<file path="config.mk">
export PLATFORM = sky130hd
export DESIGN_NAME = spsq_sequencer
export DESIGN_NICKNAME = d
export VERILOG_FILES = /design/src/spsq_pkg.sv /design/src/spsq_sequencer.sv /design/src/spsq_timer.sv
export SDC_FILE = /design/constraint.sdc
export NUM_CORES = 1
export LEC_CHECK = 0
export CORE_ASPECT_RATIO = 0.75
export CORE_MARGIN = 2
export CORE_UTILIZATION = 40
export DETAILED_ROUTE_END_ITERATION = 7
export DONT_BUFFER_PORTS = 1
export HOLD_SLACK_MARGIN = 0.03
export REMOVE_ABC_BUFFERS = 1
export SLEW_MARGIN = 30
export SYNTH_ARGS = -nofsm -noshare
export SYNTH_HDL_FRONTEND = slang
export SYNTH_SLANG_ARGS = --single-unit
</file>
<file path="constraint.sdc">
create_clock -name sys_clk_i -period 5.25 [get_ports sys_clk_i]
set_input_delay 1.05 -clock sys_clk_i [delete_from_list [all_inputs] [get_ports sys_clk_i]]
set_output_delay 1.05 -clock sys_clk_i [all_outputs]
set_load 0.02 [all_outputs]
</file>
<file path="src/spsq_pkg.sv">
/*
  constants for the smoke pulse alarm sequencer: clock rate, pulse periods,
  emitter pulse width, counter widths and the confirmation count.
  assumes a single 20 MHz system clock.
*/
package spsq_pkg;
  // system clock
  localparam int unsigned CLK_HZ = 20_000_000;
  // pulse periods in seconds, start of one emitter pulse to the next
  localparam int unsigned IDLE_PERIOD_S = 10;
  localparam int unsigned CONFIRM_PERIOD_S = 2;
  // emitter on-time in microseconds and in clock cycles
  localparam int unsigned EMIT_WIDTH_US = 100;
  localparam int unsigned EMIT_CYC = (EMIT_WIDTH_US * (CLK_HZ / 1_000_000) > 0) ?
                                     EMIT_WIDTH_US * (CLK_HZ / 1_000_000) : 1;
  // default period counts, kept as top-level parameters
  localparam int unsigned IDLE_PERIOD_CYC = IDLE_PERIOD_S * CLK_HZ;
  localparam int unsigned CONFIRM_PERIOD_CYC = CONFIRM_PERIOD_S * CLK_HZ;
  // interval timer width, holds the longest period
  localparam int TMR_W = 28;
  // consecutive above-threshold pulses that latch the alarm
  localparam int HIT_W = 2;
  localparam logic [HIT_W-1:0] HIT_ZERO = 2'h0;
  localparam logic [HIT_W-1:0] HIT_ONE = 2'h1;
  localparam logic [HIT_W-1:0] HIT_ALARM = 2'h3;
  // sequencer states
  typedef enum logic [1:0] {ST_START, ST_WAIT, ST_FIRE} spsq_state_t;
endpackage

</file>
<file path="src/spsq_sequencer.sv">
/*
  smoke pulse alarm sequencer: schedules emitter pulses, takes the threshold
  comparator result at the end of each pulse, counts consecutive hits and
  latches the alarm that drives the built-in and remote indicators.
  assumes the comparator output is asynchronous and stays settled for the
  whole emitter pulse; rst_i is the power-on or external reset.
*/
`timescale 1ns/1ns
`default_nettype none
module spsq_sequencer
  import spsq_pkg::*;
#(
  parameter int unsigned IDLE_CYC = IDLE_PERIOD_CYC,
  parameter int unsigned CONFIRM_CYC = CONFIRM_PERIOD_CYC
)
(
  // clock and reset
  input wire logic sys_clk_i,
  input wire logic rst_i,
  // threshold comparator, asynchronous
  input wire logic above_thr_i,
  // emitter drive
  output logic emit_o,
  // per-pulse result
  output logic result_valid_o,
  output logic result_above_o,
  output logic [HIT_W-1:0] hit_count_o,
  // alarm indicators
  output logic alarm_led_o,
  output logic remote_led_en_o
);
  // timer load values: pulse width and the off time that completes a period
  localparam logic [TMR_W-1:0] EMIT_LOAD = TMR_W'(EMIT_CYC - 1);
  localparam logic [TMR_W-1:0] IDLE_LOAD = TMR_W'(IDLE_CYC - EMIT_CYC - 1);
  localparam logic [TMR_W-1:0] CONFIRM_LOAD = TMR_W'(CONFIRM_CYC - EMIT_CYC - 1);

  logic above_meta_reg;
  logic above_sync_reg;
  spsq_state_t state_reg;
  spsq_state_t state_next;
  logic emit_reg;
  logic emit_next;
  logic short_reg;
  logic short_next;
  logic [HIT_W-1:0] hit_reg;
  logic [HIT_W-1:0] hit_next;
  logic alarm_reg;
  logic alarm_next;
  logic valid_reg;
  logic valid_next;
  logic above_reg;
  logic above_next;
  logic tmr_load;
  logic [TMR_W-1:0] tmr_val;
  logic tmr_expire;

  // two-stage synchroniser for the comparator pin
  always_ff @(posedge sys_clk_i) begin
    if (rst_i) begin
      above_meta_reg <= 1'b0;
      above_sync_reg <= 1'b0;
    end else begin
      above_meta_reg <= above_thr_i;
      above_sync_reg <= above_meta_reg;
    end
  end

  // shared interval and pulse-width timer
  spsq_timer u_timer (
    .sys_clk_i(sys_clk_i),
    .rst_i(rst_i),
    .load_i(tmr_load),
    .load_val_i(tmr_val),
    .expire_o(tmr_expire)
  );

  // pulse scheduling, result capture, hit counting and alarm latch
  always_comb begin
    state_next = state_reg;
    emit_next = emit_reg;
    short_next = short_reg;
    hit_next = hit_reg;
    alarm_next = alarm_reg;
    valid_next = 1'b0;
    above_next = above_reg;
    tmr_load = 1'b0;
    tmr_val = IDLE_LOAD;
    case (state_reg)
      ST_START: begin
        tmr_load = 1'b1;
        state_next = ST_WAIT;
      end
      ST_WAIT: begin
        if (tmr_expire) begin
          tmr_load = 1'b1;
          tmr_val = EMIT_LOAD;
          emit_next = 1'b1;
          state_next = ST_FIRE;
        end
      end
      ST_FIRE: begin
        if (tmr_expire) begin
          emit_next = 1'b0;
          valid_next = 1'b1;
          above_next = above_sync_reg;
          tmr_load = 1'b1;
          state_next = ST_WAIT;
          if (above_sync_reg) begin
            short_next = 1'b1;
            tmr_val = CONFIRM_LOAD;
            if (hit_reg != HIT_ALARM) begin
              hit_next = hit_reg + HIT_ONE;
            end
            if (hit_reg >= HIT_ALARM - HIT_ONE) begin
              alarm_next = 1'b1;
            end
          end else begin
            short_next = 1'b0;
            tmr_val = IDLE_LOAD;
            if (!alarm_reg) begin
              hit_next = HIT_ZERO;
            end
          end
        end
      end
      default: begin
        state_next = ST_START;
      end
    endcase
  end

  // register the sequencer state
  always_ff @(posedge sys_clk_i) begin
    if (rst_i) begin
      state_reg <= ST_START;
      emit_reg <= 1'b0;
      short_reg <= 1'b0;
      hit_reg <= HIT_ZERO;
      alarm_reg <= 1'b0;
      valid_reg <= 1'b0;
      above_reg <= 1'b0;
    end else begin
      state_reg <= state_next;
      emit_reg <= emit_next;
      short_reg <= short_next;
      hit_reg <= hit_next;
      alarm_reg <= alarm_next;
      valid_reg <= valid_next;
      above_reg <= above_next;
    end
  end

  // outputs straight from flops
  assign emit_o = emit_reg;
  assign result_valid_o = valid_reg;
  assign result_above_o = above_reg;
  assign hit_count_o = hit_reg;
  assign alarm_led_o = alarm_reg;
  assign remote_led_en_o = alarm_reg;

  // helper: cycles between emitter rises, on-time, and rise history
  // gap_reg restarts on the rise edge itself, so the spacing is its value one cycle back
  logic [31:0] gap_reg;
  logic [31:0] width_reg;
  logic seen_rise_reg;
  logic short_at_rise_reg;
  always_ff @(posedge sys_clk_i) begin
    if (rst_i) begin
      gap_reg <= '0;
      width_reg <= '0;
      seen_rise_reg <= 1'b0;
      short_at_rise_reg <= 1'b0;
    end else begin
      gap_reg <= (emit_next && !emit_reg) ? 32'h1 : gap_reg + 32'h1;
      width_reg <= emit_reg ? width_reg + 32'h1 : 32'h0;
      if (emit_next && !emit_reg) begin
        seen_rise_reg <= 1'b1;
        short_at_rise_reg <= short_reg;
      end
    end
  end
endmodule
`default_nettype wire

</file>
<file path="src/spsq_timer.sv">
/*
  one-shot down counter: a load of value n gives a one-cycle expiry pulse
  that is seen by the loading logic at the n+1-th edge after the load edge.
  assumes the same clock and synchronous reset as the sequencer.
*/
`timescale 1ns/1ns
`default_nettype none
module spsq_timer
  import spsq_pkg::*;
(
  // clock and reset
  input wire logic sys_clk_i,
  input wire logic rst_i,
  // load request
  input wire logic load_i,
  input wire logic [TMR_W-1:0] load_val_i,
  // expiry pulse
  output logic expire_o
);
  logic [TMR_W-1:0] cnt_reg;
  logic [TMR_W-1:0] cnt_next;
  logic expire_reg;
  logic expire_next;

  // count down to zero, flag the step from one to zero
  always_comb begin
    cnt_next = cnt_reg;
    expire_next = 1'b0;
    if (load_i) begin
      cnt_next = load_val_i;
      expire_next = (load_val_i == '0);
    end else if (cnt_reg != '0) begin
      cnt_next = cnt_reg - 1'b1;
      expire_next = (cnt_reg == {{(TMR_W-1){1'b0}}, 1'b1});
    end
  end

  // register the counter and the pulse
  always_ff @(posedge sys_clk_i) begin
    if (rst_i) begin
      cnt_reg <= '0;
      expire_reg <= 1'b0;
    end else begin
      cnt_reg <= cnt_next;
      expire_reg <= expire_next;
    end
  end

  assign expire_o = expire_reg;
endmodule
`default_nettype wire

</file>
==> impl_summary.txt, run 1 <==
----------------------------------------------------
[Status]
  Result of the run ... completed

[Worst setup path]
  Source of the critical timing path ... u_timer.cnt_reg[2]$_SDFFE_PP0P_
  Arrival @ worst endpoint ... 2.70 ns
  Reg2Reg Setup Slack ... 2.77 ns
  Standard cell with the maximum stage delay on the critical path ... sky130_fd_sc_hd__nand4_1
  Worst-path maximum fanout ... 13
  Critical path start-end classification ... flop to flop
  Chain of cells forming the critical path ... nor4_4 > nand4_1 > or2_1 > or4_1 > a31oi_1
  Peak per-stage delay on the critical path ... 0.53 ns
  Worst flop-to-flop path endpoint ... u_timer.cnt_reg[17]$_SDFFE_PP0P_
  Critical path buffer and inverter count ... 0
  Type of origin of the critical path ... flop
  Worst r2r src ... u_timer.cnt_reg[2]$_SDFFE_PP0P_
  Family with the most delay on the worst path ... simple AND/OR/NAND/NOR gates
  Worst EP required ... 5.47 ns
  Worst r2r path cells ... 5
  Kind of end point of the critical path ... flop

[Drt]
  Sum of routed wire length over all layers ... 4800 um
  Remaining antenna violation count ... 0
  Routed length per placed instance ... 15.1 um
  Number of detailed-routing iterations run before antenna repair ... 4
  Number of vias in the routed layout ... 1,811
  Per-cell via count in the routed design ... 5.69
  Number of design rule violations left after detail routing ... 0
  Number of DRC markers in iteration 0 ... 126

[Layout]
  Most used cells in the layout excluding fill and tap cells ... sky130_fd_sc_hd__dfxtp_1, sky130_fd_sc_hd__a21oi_1, sky130_fd_sc_hd__nor2_1
  Final nets ... 257
  Leading cell type in the layout, fill and taps excluded ... sky130_fd_sc_hd__dfxtp_1
  Area overhead of the layout relative to synthesis ... 7.55%
  Antenna fix cells ... 0
  Max FFs per register ... 28
  Layout cells sized above 1 ... 0.0772
  Final std cells w/o fill ... 318

[Power]
  Sw power ... 223 uW
  Fraction of power consumed by the clock network ... 0.348
  Design internal power ... 526 uW
  Switching power share of the total ... 0.298
  Power density of the placed cells ... 329 nW/um2
  Leakage power ... 0.771 nW
  Part of the total power dissipated in sequential elements ... 0.462
  Peak supply drop ... 136 uV
  Combinational fraction of design power ... 0.190

[STA]
  Hold Violations, Final ... 0
  Final Setup Violations ... 0
  Maximum operating frequency ... 403 MHz
  Max transition margin ... 0.465
  Tmin final ... 2.48 ns
  Count of final max-slew check failures ... 0
  Tcrit/Tclk final ... 0.472
  Unrepaired setup endpoints after global routing ... false
  Worst clock skew ... 0.00908 ns
  Sum of negative setup slack ... 0 ns
  Tightest Pin Transition ... 0.799 ns
  Hold Worst Slack ... 0.445 ns

[Clock tree]
  Clock tree from TritonCTS ... yes
  Cell at the root of the clock tree ... sky130_fd_sc_hd__clkbuf_8
  Insertion delay to the later sink of the worst-skew pair ... 0.29 ns
  Number of clock sinks ... 39
  Number of gates resized after CTS ... 0
  Number of buffers created by CTS ... 5
  Number of buffers on the longest clock path ... 2
  Reg clk slew, reported paths ... 0.08 ns
  Number of levels the H-tree was split into ... 2
  Number of buffers inserted by hold repair at cts ... 0
  Post-CTS Setup Inserts ... 0

[GRT]
  Via count of the first global-routing pass ... 1,687
  Overall track demand over capacity in global routing ... 0.185
  Initial antenna violation count ... 0
  Largest net degree at the start of global routing ... 30
  Total congestion overflow after global routing ... 0
  Wire length of the first global-routing pass ... 8350 um

[Worst hold path]
  Beginning of the worst hold path ... above_meta_reg$_SDFF_PP0_
  Worst Hold Class ... flop to flop
  Hold Path Stages ... 1
  Worst-case hold path end point ... above_sync_reg$_SDFF_PP0_

[Die]
  Initial standard-cell utilization of the core ... 0.423
  Die area ... 5910 um2
  Width of the die ... 88.1 um
  Site Rows ... 22
  Placeable core area ... 5010 um2
  Top-Level Pins ... 10
  Vertical die dimension ... 67.1 um

[Yosys]
  Synth cell types ... 53
  Gate count after technology mapping ... 250
  Post-Synthesis Cell Area ... 2120 um2
  Async SR Flop Fraction ... 0
  Number of enable flip-flop cells after synthesis ... 0
  Most used flip-flop cell after synthesis ... sky130_fd_sc_hd__dfxtp_1
  Share of the yosys chip area belonging to registers ... 0.368
  Number of synthesized register bits ... 39
  Yosys Warn Count ... 0
  Synth Area per Inst ... 8.48 um2

[Placed design]
  Port Buf Inserts ... 0
  DP HPWL ... 3320 um
  Placed cell count ... 310
  Gp weighted congestion ... 0.779

[Flow run]
  Reported max-cap violation count ... 0

----------------------------------------------------
-- metrics by stage --
| step | cell area (um2) | power (mW) | utilization | worst slack, ns |
|---|---|---|---|---|
| 5_1_grt | 2280 | 0.797 | 0.455 | 2.57 |
| 2_1_floorplan | 2070 | 0.456 | - | 2.87 |
| 3_3_place_gp | 2160 | 0.493 | 0.432 | 2.90 |
| 3_5_place_dp | 2160 | 0.494 | 0.432 | 2.77 |
| 6_report | 2280 | 0.750 | 0.455 | 2.77 |
| 4_1_cts | 2280 | 0.756 | 0.455 | 2.78 |
-- Yosys cell counts, drive strengths merged, types with 2 or more instances --
cell type   n  area, um2
or3        11       68.8
nor3        9       45.0
a211oi      3       22.5
clkbuf      9       33.8
a21oi      21        105
or4b        2       20.0
o21ai      11       55.1
nor4       11        105
o31ai       7       52.6
nand2      14       52.6
o31a        3       26.3
o311ai      3       26.3
a22oi       2       15.0
xnor2       3       26.3
or4         6       45.0
mux2i       3       30.0
ha          9        113
buf         4       21.3
nand3       7       35.0
a31oi      10       62.6
nand4       2       12.5
or2         5       31.3
nand2b      4       27.5
o2bb2ai     2       17.5
nor2b       4       25.0
nand4b      2       17.5
inv        12       45.0
dfxtp      39        781
nor2       15       56.3
a221oi      2       17.5
-- kinds of logic (layout without fill, tap and decap cells) --
| kind of cell | count (synthesis) | after routing | share of synthesized area |
|---|---|---|---|
| flip-flops | 39 | 39 | 0.368 |
| adder cells (fa/ha/maj) | 9 | 9 | 0.0531 |
| AND/OR/NAND/NOR | 98 | 98 | 0.278 |
| XOR/XNOR | 4 | 4 | 0.0165 |
| AO/OA/AOI/OAI | 71 | 71 | 0.218 |
| buffers and inverters | 25 | 21 | 0.0472 |
| multiplexers | 4 | 4 | 0.0195 |
-- layer usage --
metal  vias to the layer above  GRT usage  share of wire
li1                        936          -              -
met4                         0     0.0417         0.0071
met2                        30      0.260           0.40
met1                       841      0.283           0.56
met5                         -          0              0
met3                         4     0.0446          0.038
-- power groups by stage --
stage / registers [mW] / clock network (mW) / logic [mW]
after CTS: 0.346 / 0.268 / 0.142
after detailed placement: 0.353 / 0 / 0.141
after floorplan: 0.346 / 0 / 0.109
after global placement: 0.353 / 0 / 0.141
after global routing: 0.350 / 0.286 / 0.161
final: 0.346 / 0.261 / 0.143
-- worst max path at each step --
stage	end	slack [ns]	cells past startpoint
6_report	u_timer.cnt_reg[17]$_SDFFE_PP0P_	2.77	5
5_1_grt	u_timer.cnt_reg[17]$_SDFFE_PP0P_	2.57	5
4_1_cts	u_timer.cnt_reg[17]$_SDFFE_PP0P_	2.78	5
3_5_place_dp	u_timer.cnt_reg[17]$_SDFFE_PP0P_	2.77	5
3_3_place_gp	u_timer.cnt_reg[11]$_SDFFE_PP0P_	2.90	5
2_1_floorplan	u_timer.cnt_reg[1]$_SDFFE_PP0P_	2.87	5
-- worst reg2reg max path: stages, from the launching register on --
cell and delay, ns:
sky130_fd_sc_hd__dfxtp_1 0.39, sky130_fd_sc_hd__nor4_4 0.44, sky130_fd_sc_hd__nand4_1 0.53, sky130_fd_sc_hd__or2_1 0.44
sky130_fd_sc_hd__or4_1 0.48, sky130_fd_sc_hd__a31oi_1 0.13
-- final cells by class --
class	count	area, um2
Tap cell	72	90.1
Timing Repair Buffer	1	7.51
Inverter	12	45.0
Clock inverter	2	35.0
Multi-Input combinational cell	186	1240
Clock buffer	6	82.6
Fill cell	513	2730
Sequential cell	39	781
No activity file was read; power rests on OpenSTA's default activity.
==> run 2, diff against run 1 <==
==> constraint.sdc (replaced) <==
create_clock -name sys_clk_i -period 2.55 [get_ports sys_clk_i]
set_input_delay 0.51 -clock sys_clk_i [delete_from_list [all_inputs] [get_ports sys_clk_i]]
set_output_delay 0.51 -clock sys_clk_i [all_outputs]
set_load 0.02 [all_outputs]
==> run 2 against run 1 <==
Effect of this change: combinational power rose by 130%; register-to-register slack worse by 2.4 ns; largest cell class unchanged; clock power is 62% higher; power up 95%; utilization is 1.0 points higher; highest routed layer unchanged; worst hold slack worse by 0.16 ns; sequential power rose by 110%.
==> impl_summary.txt, run 2 (synthesis results as in run 1) <==
----------------------------------------------------
[STA]
  Worst clock skew ... 0.00433 ns
  Final Setup Violations ... 0
  Hold Violations, Final ... 0
  Sum of negative setup slack ... 0 ns
  Max transition margin ... 0.681
  Tcrit/Tclk final ... 0.867
  Count of final max-slew check failures ... 0
  Maximum operating frequency ... 453 MHz
  Unrepaired setup endpoints after global routing ... false
  Tmin final ... 2.21 ns
  Tightest Pin Transition ... 0.474 ns
  Minimum setup slack in the final design ... 0.340 ns

[Worst setup path]
  Worst EP required ... 2.77 ns
  Type of origin of the critical path ... flop
  Kind of end point of the critical path ... flop
  Arrival @ worst endpoint ... 2.43 ns
  Critical path start-end classification ... flop to flop
  Worst-path maximum fanout ... 10

[Drt]
  Number of detailed-routing iterations run before antenna repair ... 4
  Number of vias in the routed layout ... 1,851
  Per-cell via count in the routed design ... 5.64
  Remaining antenna violation count ... 0
  Number of design rule violations left after detail routing ... 0
  Number of DRC markers in iteration 0 ... 142
  Sum of routed wire length over all layers ... 5000 um
  Routed length per placed instance ... 15.3 um

[GRT]
  Overall track demand over capacity in global routing ... 0.188
  Total congestion overflow after global routing ... 0
  Wire length of the first global-routing pass ... 8450 um
  Initial antenna violation count ... 0
  Largest net degree at the start of global routing ... 25
  Via count of the first global-routing pass ... 1,664

[Placed design]
  Post-placement worst setup slack ... 0.392 ns
  Gp weighted congestion ... 0.838
  Port Buf Inserts ... 0
  DP HPWL ... 3530 um

[Worst hold path]
  Worst Hold Class ... primary input to flop

[Layout]
  Most used cells in the layout excluding fill and tap cells ... sky130_fd_sc_hd__dfxtp_1, sky130_fd_sc_hd__a21oi_1, sky130_fd_sc_hd__nor2_1
  Area overhead of the layout relative to synthesis ... 10.0%
  Layout cells sized above 1 ... 0.113
  Leading cell type in the layout, fill and taps excluded ... sky130_fd_sc_hd__dfxtp_1
  Max FFs per register ... 28
  Final nets ... 268
  Fill cell total of the finished layout ... 522
  Antenna fix cells ... 0

[Clock tree]
  Post-CTS Setup Inserts ... 0
  Number of clock sinks ... 39
  Number of buffers inserted by hold repair at cts ... 0
  Reg clk slew, reported paths ... 0.07 ns
  Number of buffers created by CTS ... 5
  Cell at the root of the clock tree ... sky130_fd_sc_hd__clkbuf_8
  Insertion delay to the later sink of the worst-skew pair ... 0.29 ns
  Number of gates resized after CTS ... 0
  Number of buffers on the longest clock path ... 2
  Clock tree from TritonCTS ... yes
  Number of levels the H-tree was split into ... 2

[Die]
  Top-Level Pins ... 10
  Initial standard-cell utilization of the core ... 0.423
  Site Rows ... 22
  Width of the die ... 88.1 um
  Placeable core area ... 5010 um2
  Vertical die dimension ... 67.1 um
  Die area ... 5910 um2

[Power]
  Peak supply drop ... 317 uV
  Power density of the placed cells ... 626 nW/um2
  Leakage power ... 0.808 nW

[Status]
  Result of the run ... completed

[Flow run]
  Reported max-cap violation count ... 0

----------------------------------------------------
-- run 2: cell types whose count changed in the layout (fill, tap and decap cells not counted), sizes merged --
cell	before	now
buf	1	12
bufinv	1	0
-- run 2: metrics by stage --
stage / cell area (um2) / hold slack (ns) / util / total power [mW] / std cells
detailed placement: 2250 / 0.420 / 0.448 / 1.05 / 321
global placement: 2250 / 0.425 / 0.448 / 1.05 / 321
global route: 2330 / 0.269 / 0.466 / 1.55 / 328
CTS: 2330 / 0.273 / 0.466 / 1.47 / 328
finish: 2330 / 0.287 / 0.466 / 1.46 / 328
floorplan: 2070 / 0.414 / - / 0.938 / 237
-- run 2: worst max-delay path, cell delays in order, from the launching register on --
cell and delay (ns):
sky130_fd_sc_hd__dfxtp_1 0.35, sky130_fd_sc_hd__nor4_2 0.43, sky130_fd_sc_hd__nand3_1 0.36, sky130_fd_sc_hd__nor3_1 0.52, sky130_fd_sc_hd__mux2_1 0.37, sky130_fd_sc_hd__a21oi_1 0.13
-- run 2: final cells by class --
class | instances | area, um2 | share of cell area
Multi-Input combinational cell | 186 | 1240 | 0.531
Sequential cell | 39 | 781 | 0.335
Timing Repair Buffer | 12 | 90.1 | 0.0386
Tap cell | 72 | 90.1 | 0.0386
Clock buffer | 6 | 82.6 | 0.0354
Inverter | 12 | 45.0 | 0.0193
Clock inverter | 1 | 5.00 | 0.00214
-- run 2: path summary, 6_finish.rpt --
check                                        from                               to  slack [ns]  cells after the start
hold reg to reg         above_meta_reg$_SDFF_PP0_        above_sync_reg$_SDFF_PP0_        0.44                      1
setup / recovery  u_timer.cnt_reg[8]$_SDFFE_PP0P_  u_timer.cnt_reg[1]$_SDFFE_PP0P_        0.34                      5
hold / removal                              rst_i        state_reg[0]$_SDFFE_PP0P_        0.29                      1
setup reg to reg  u_timer.cnt_reg[8]$_SDFFE_PP0P_  u_timer.cnt_reg[1]$_SDFFE_PP0P_        0.34                      5
-- run 2: power by group --
group          switching (mW)  leakage, nW  internal [mW]
logic                   0.190        0.440          0.134
clock network           0.211       0.0470          0.212
registers              0.0564        0.321          0.658
total                   0.457        0.808           1.00
-- run 2: routing by layer --
metal  wire length (um)  up-vias  track usage
met5                  0        -            0
met4                 48        0       0.0511
met3                308        5       0.0409
met2               1980       47        0.254
met1               2660      847        0.291
li1                   -      952            -
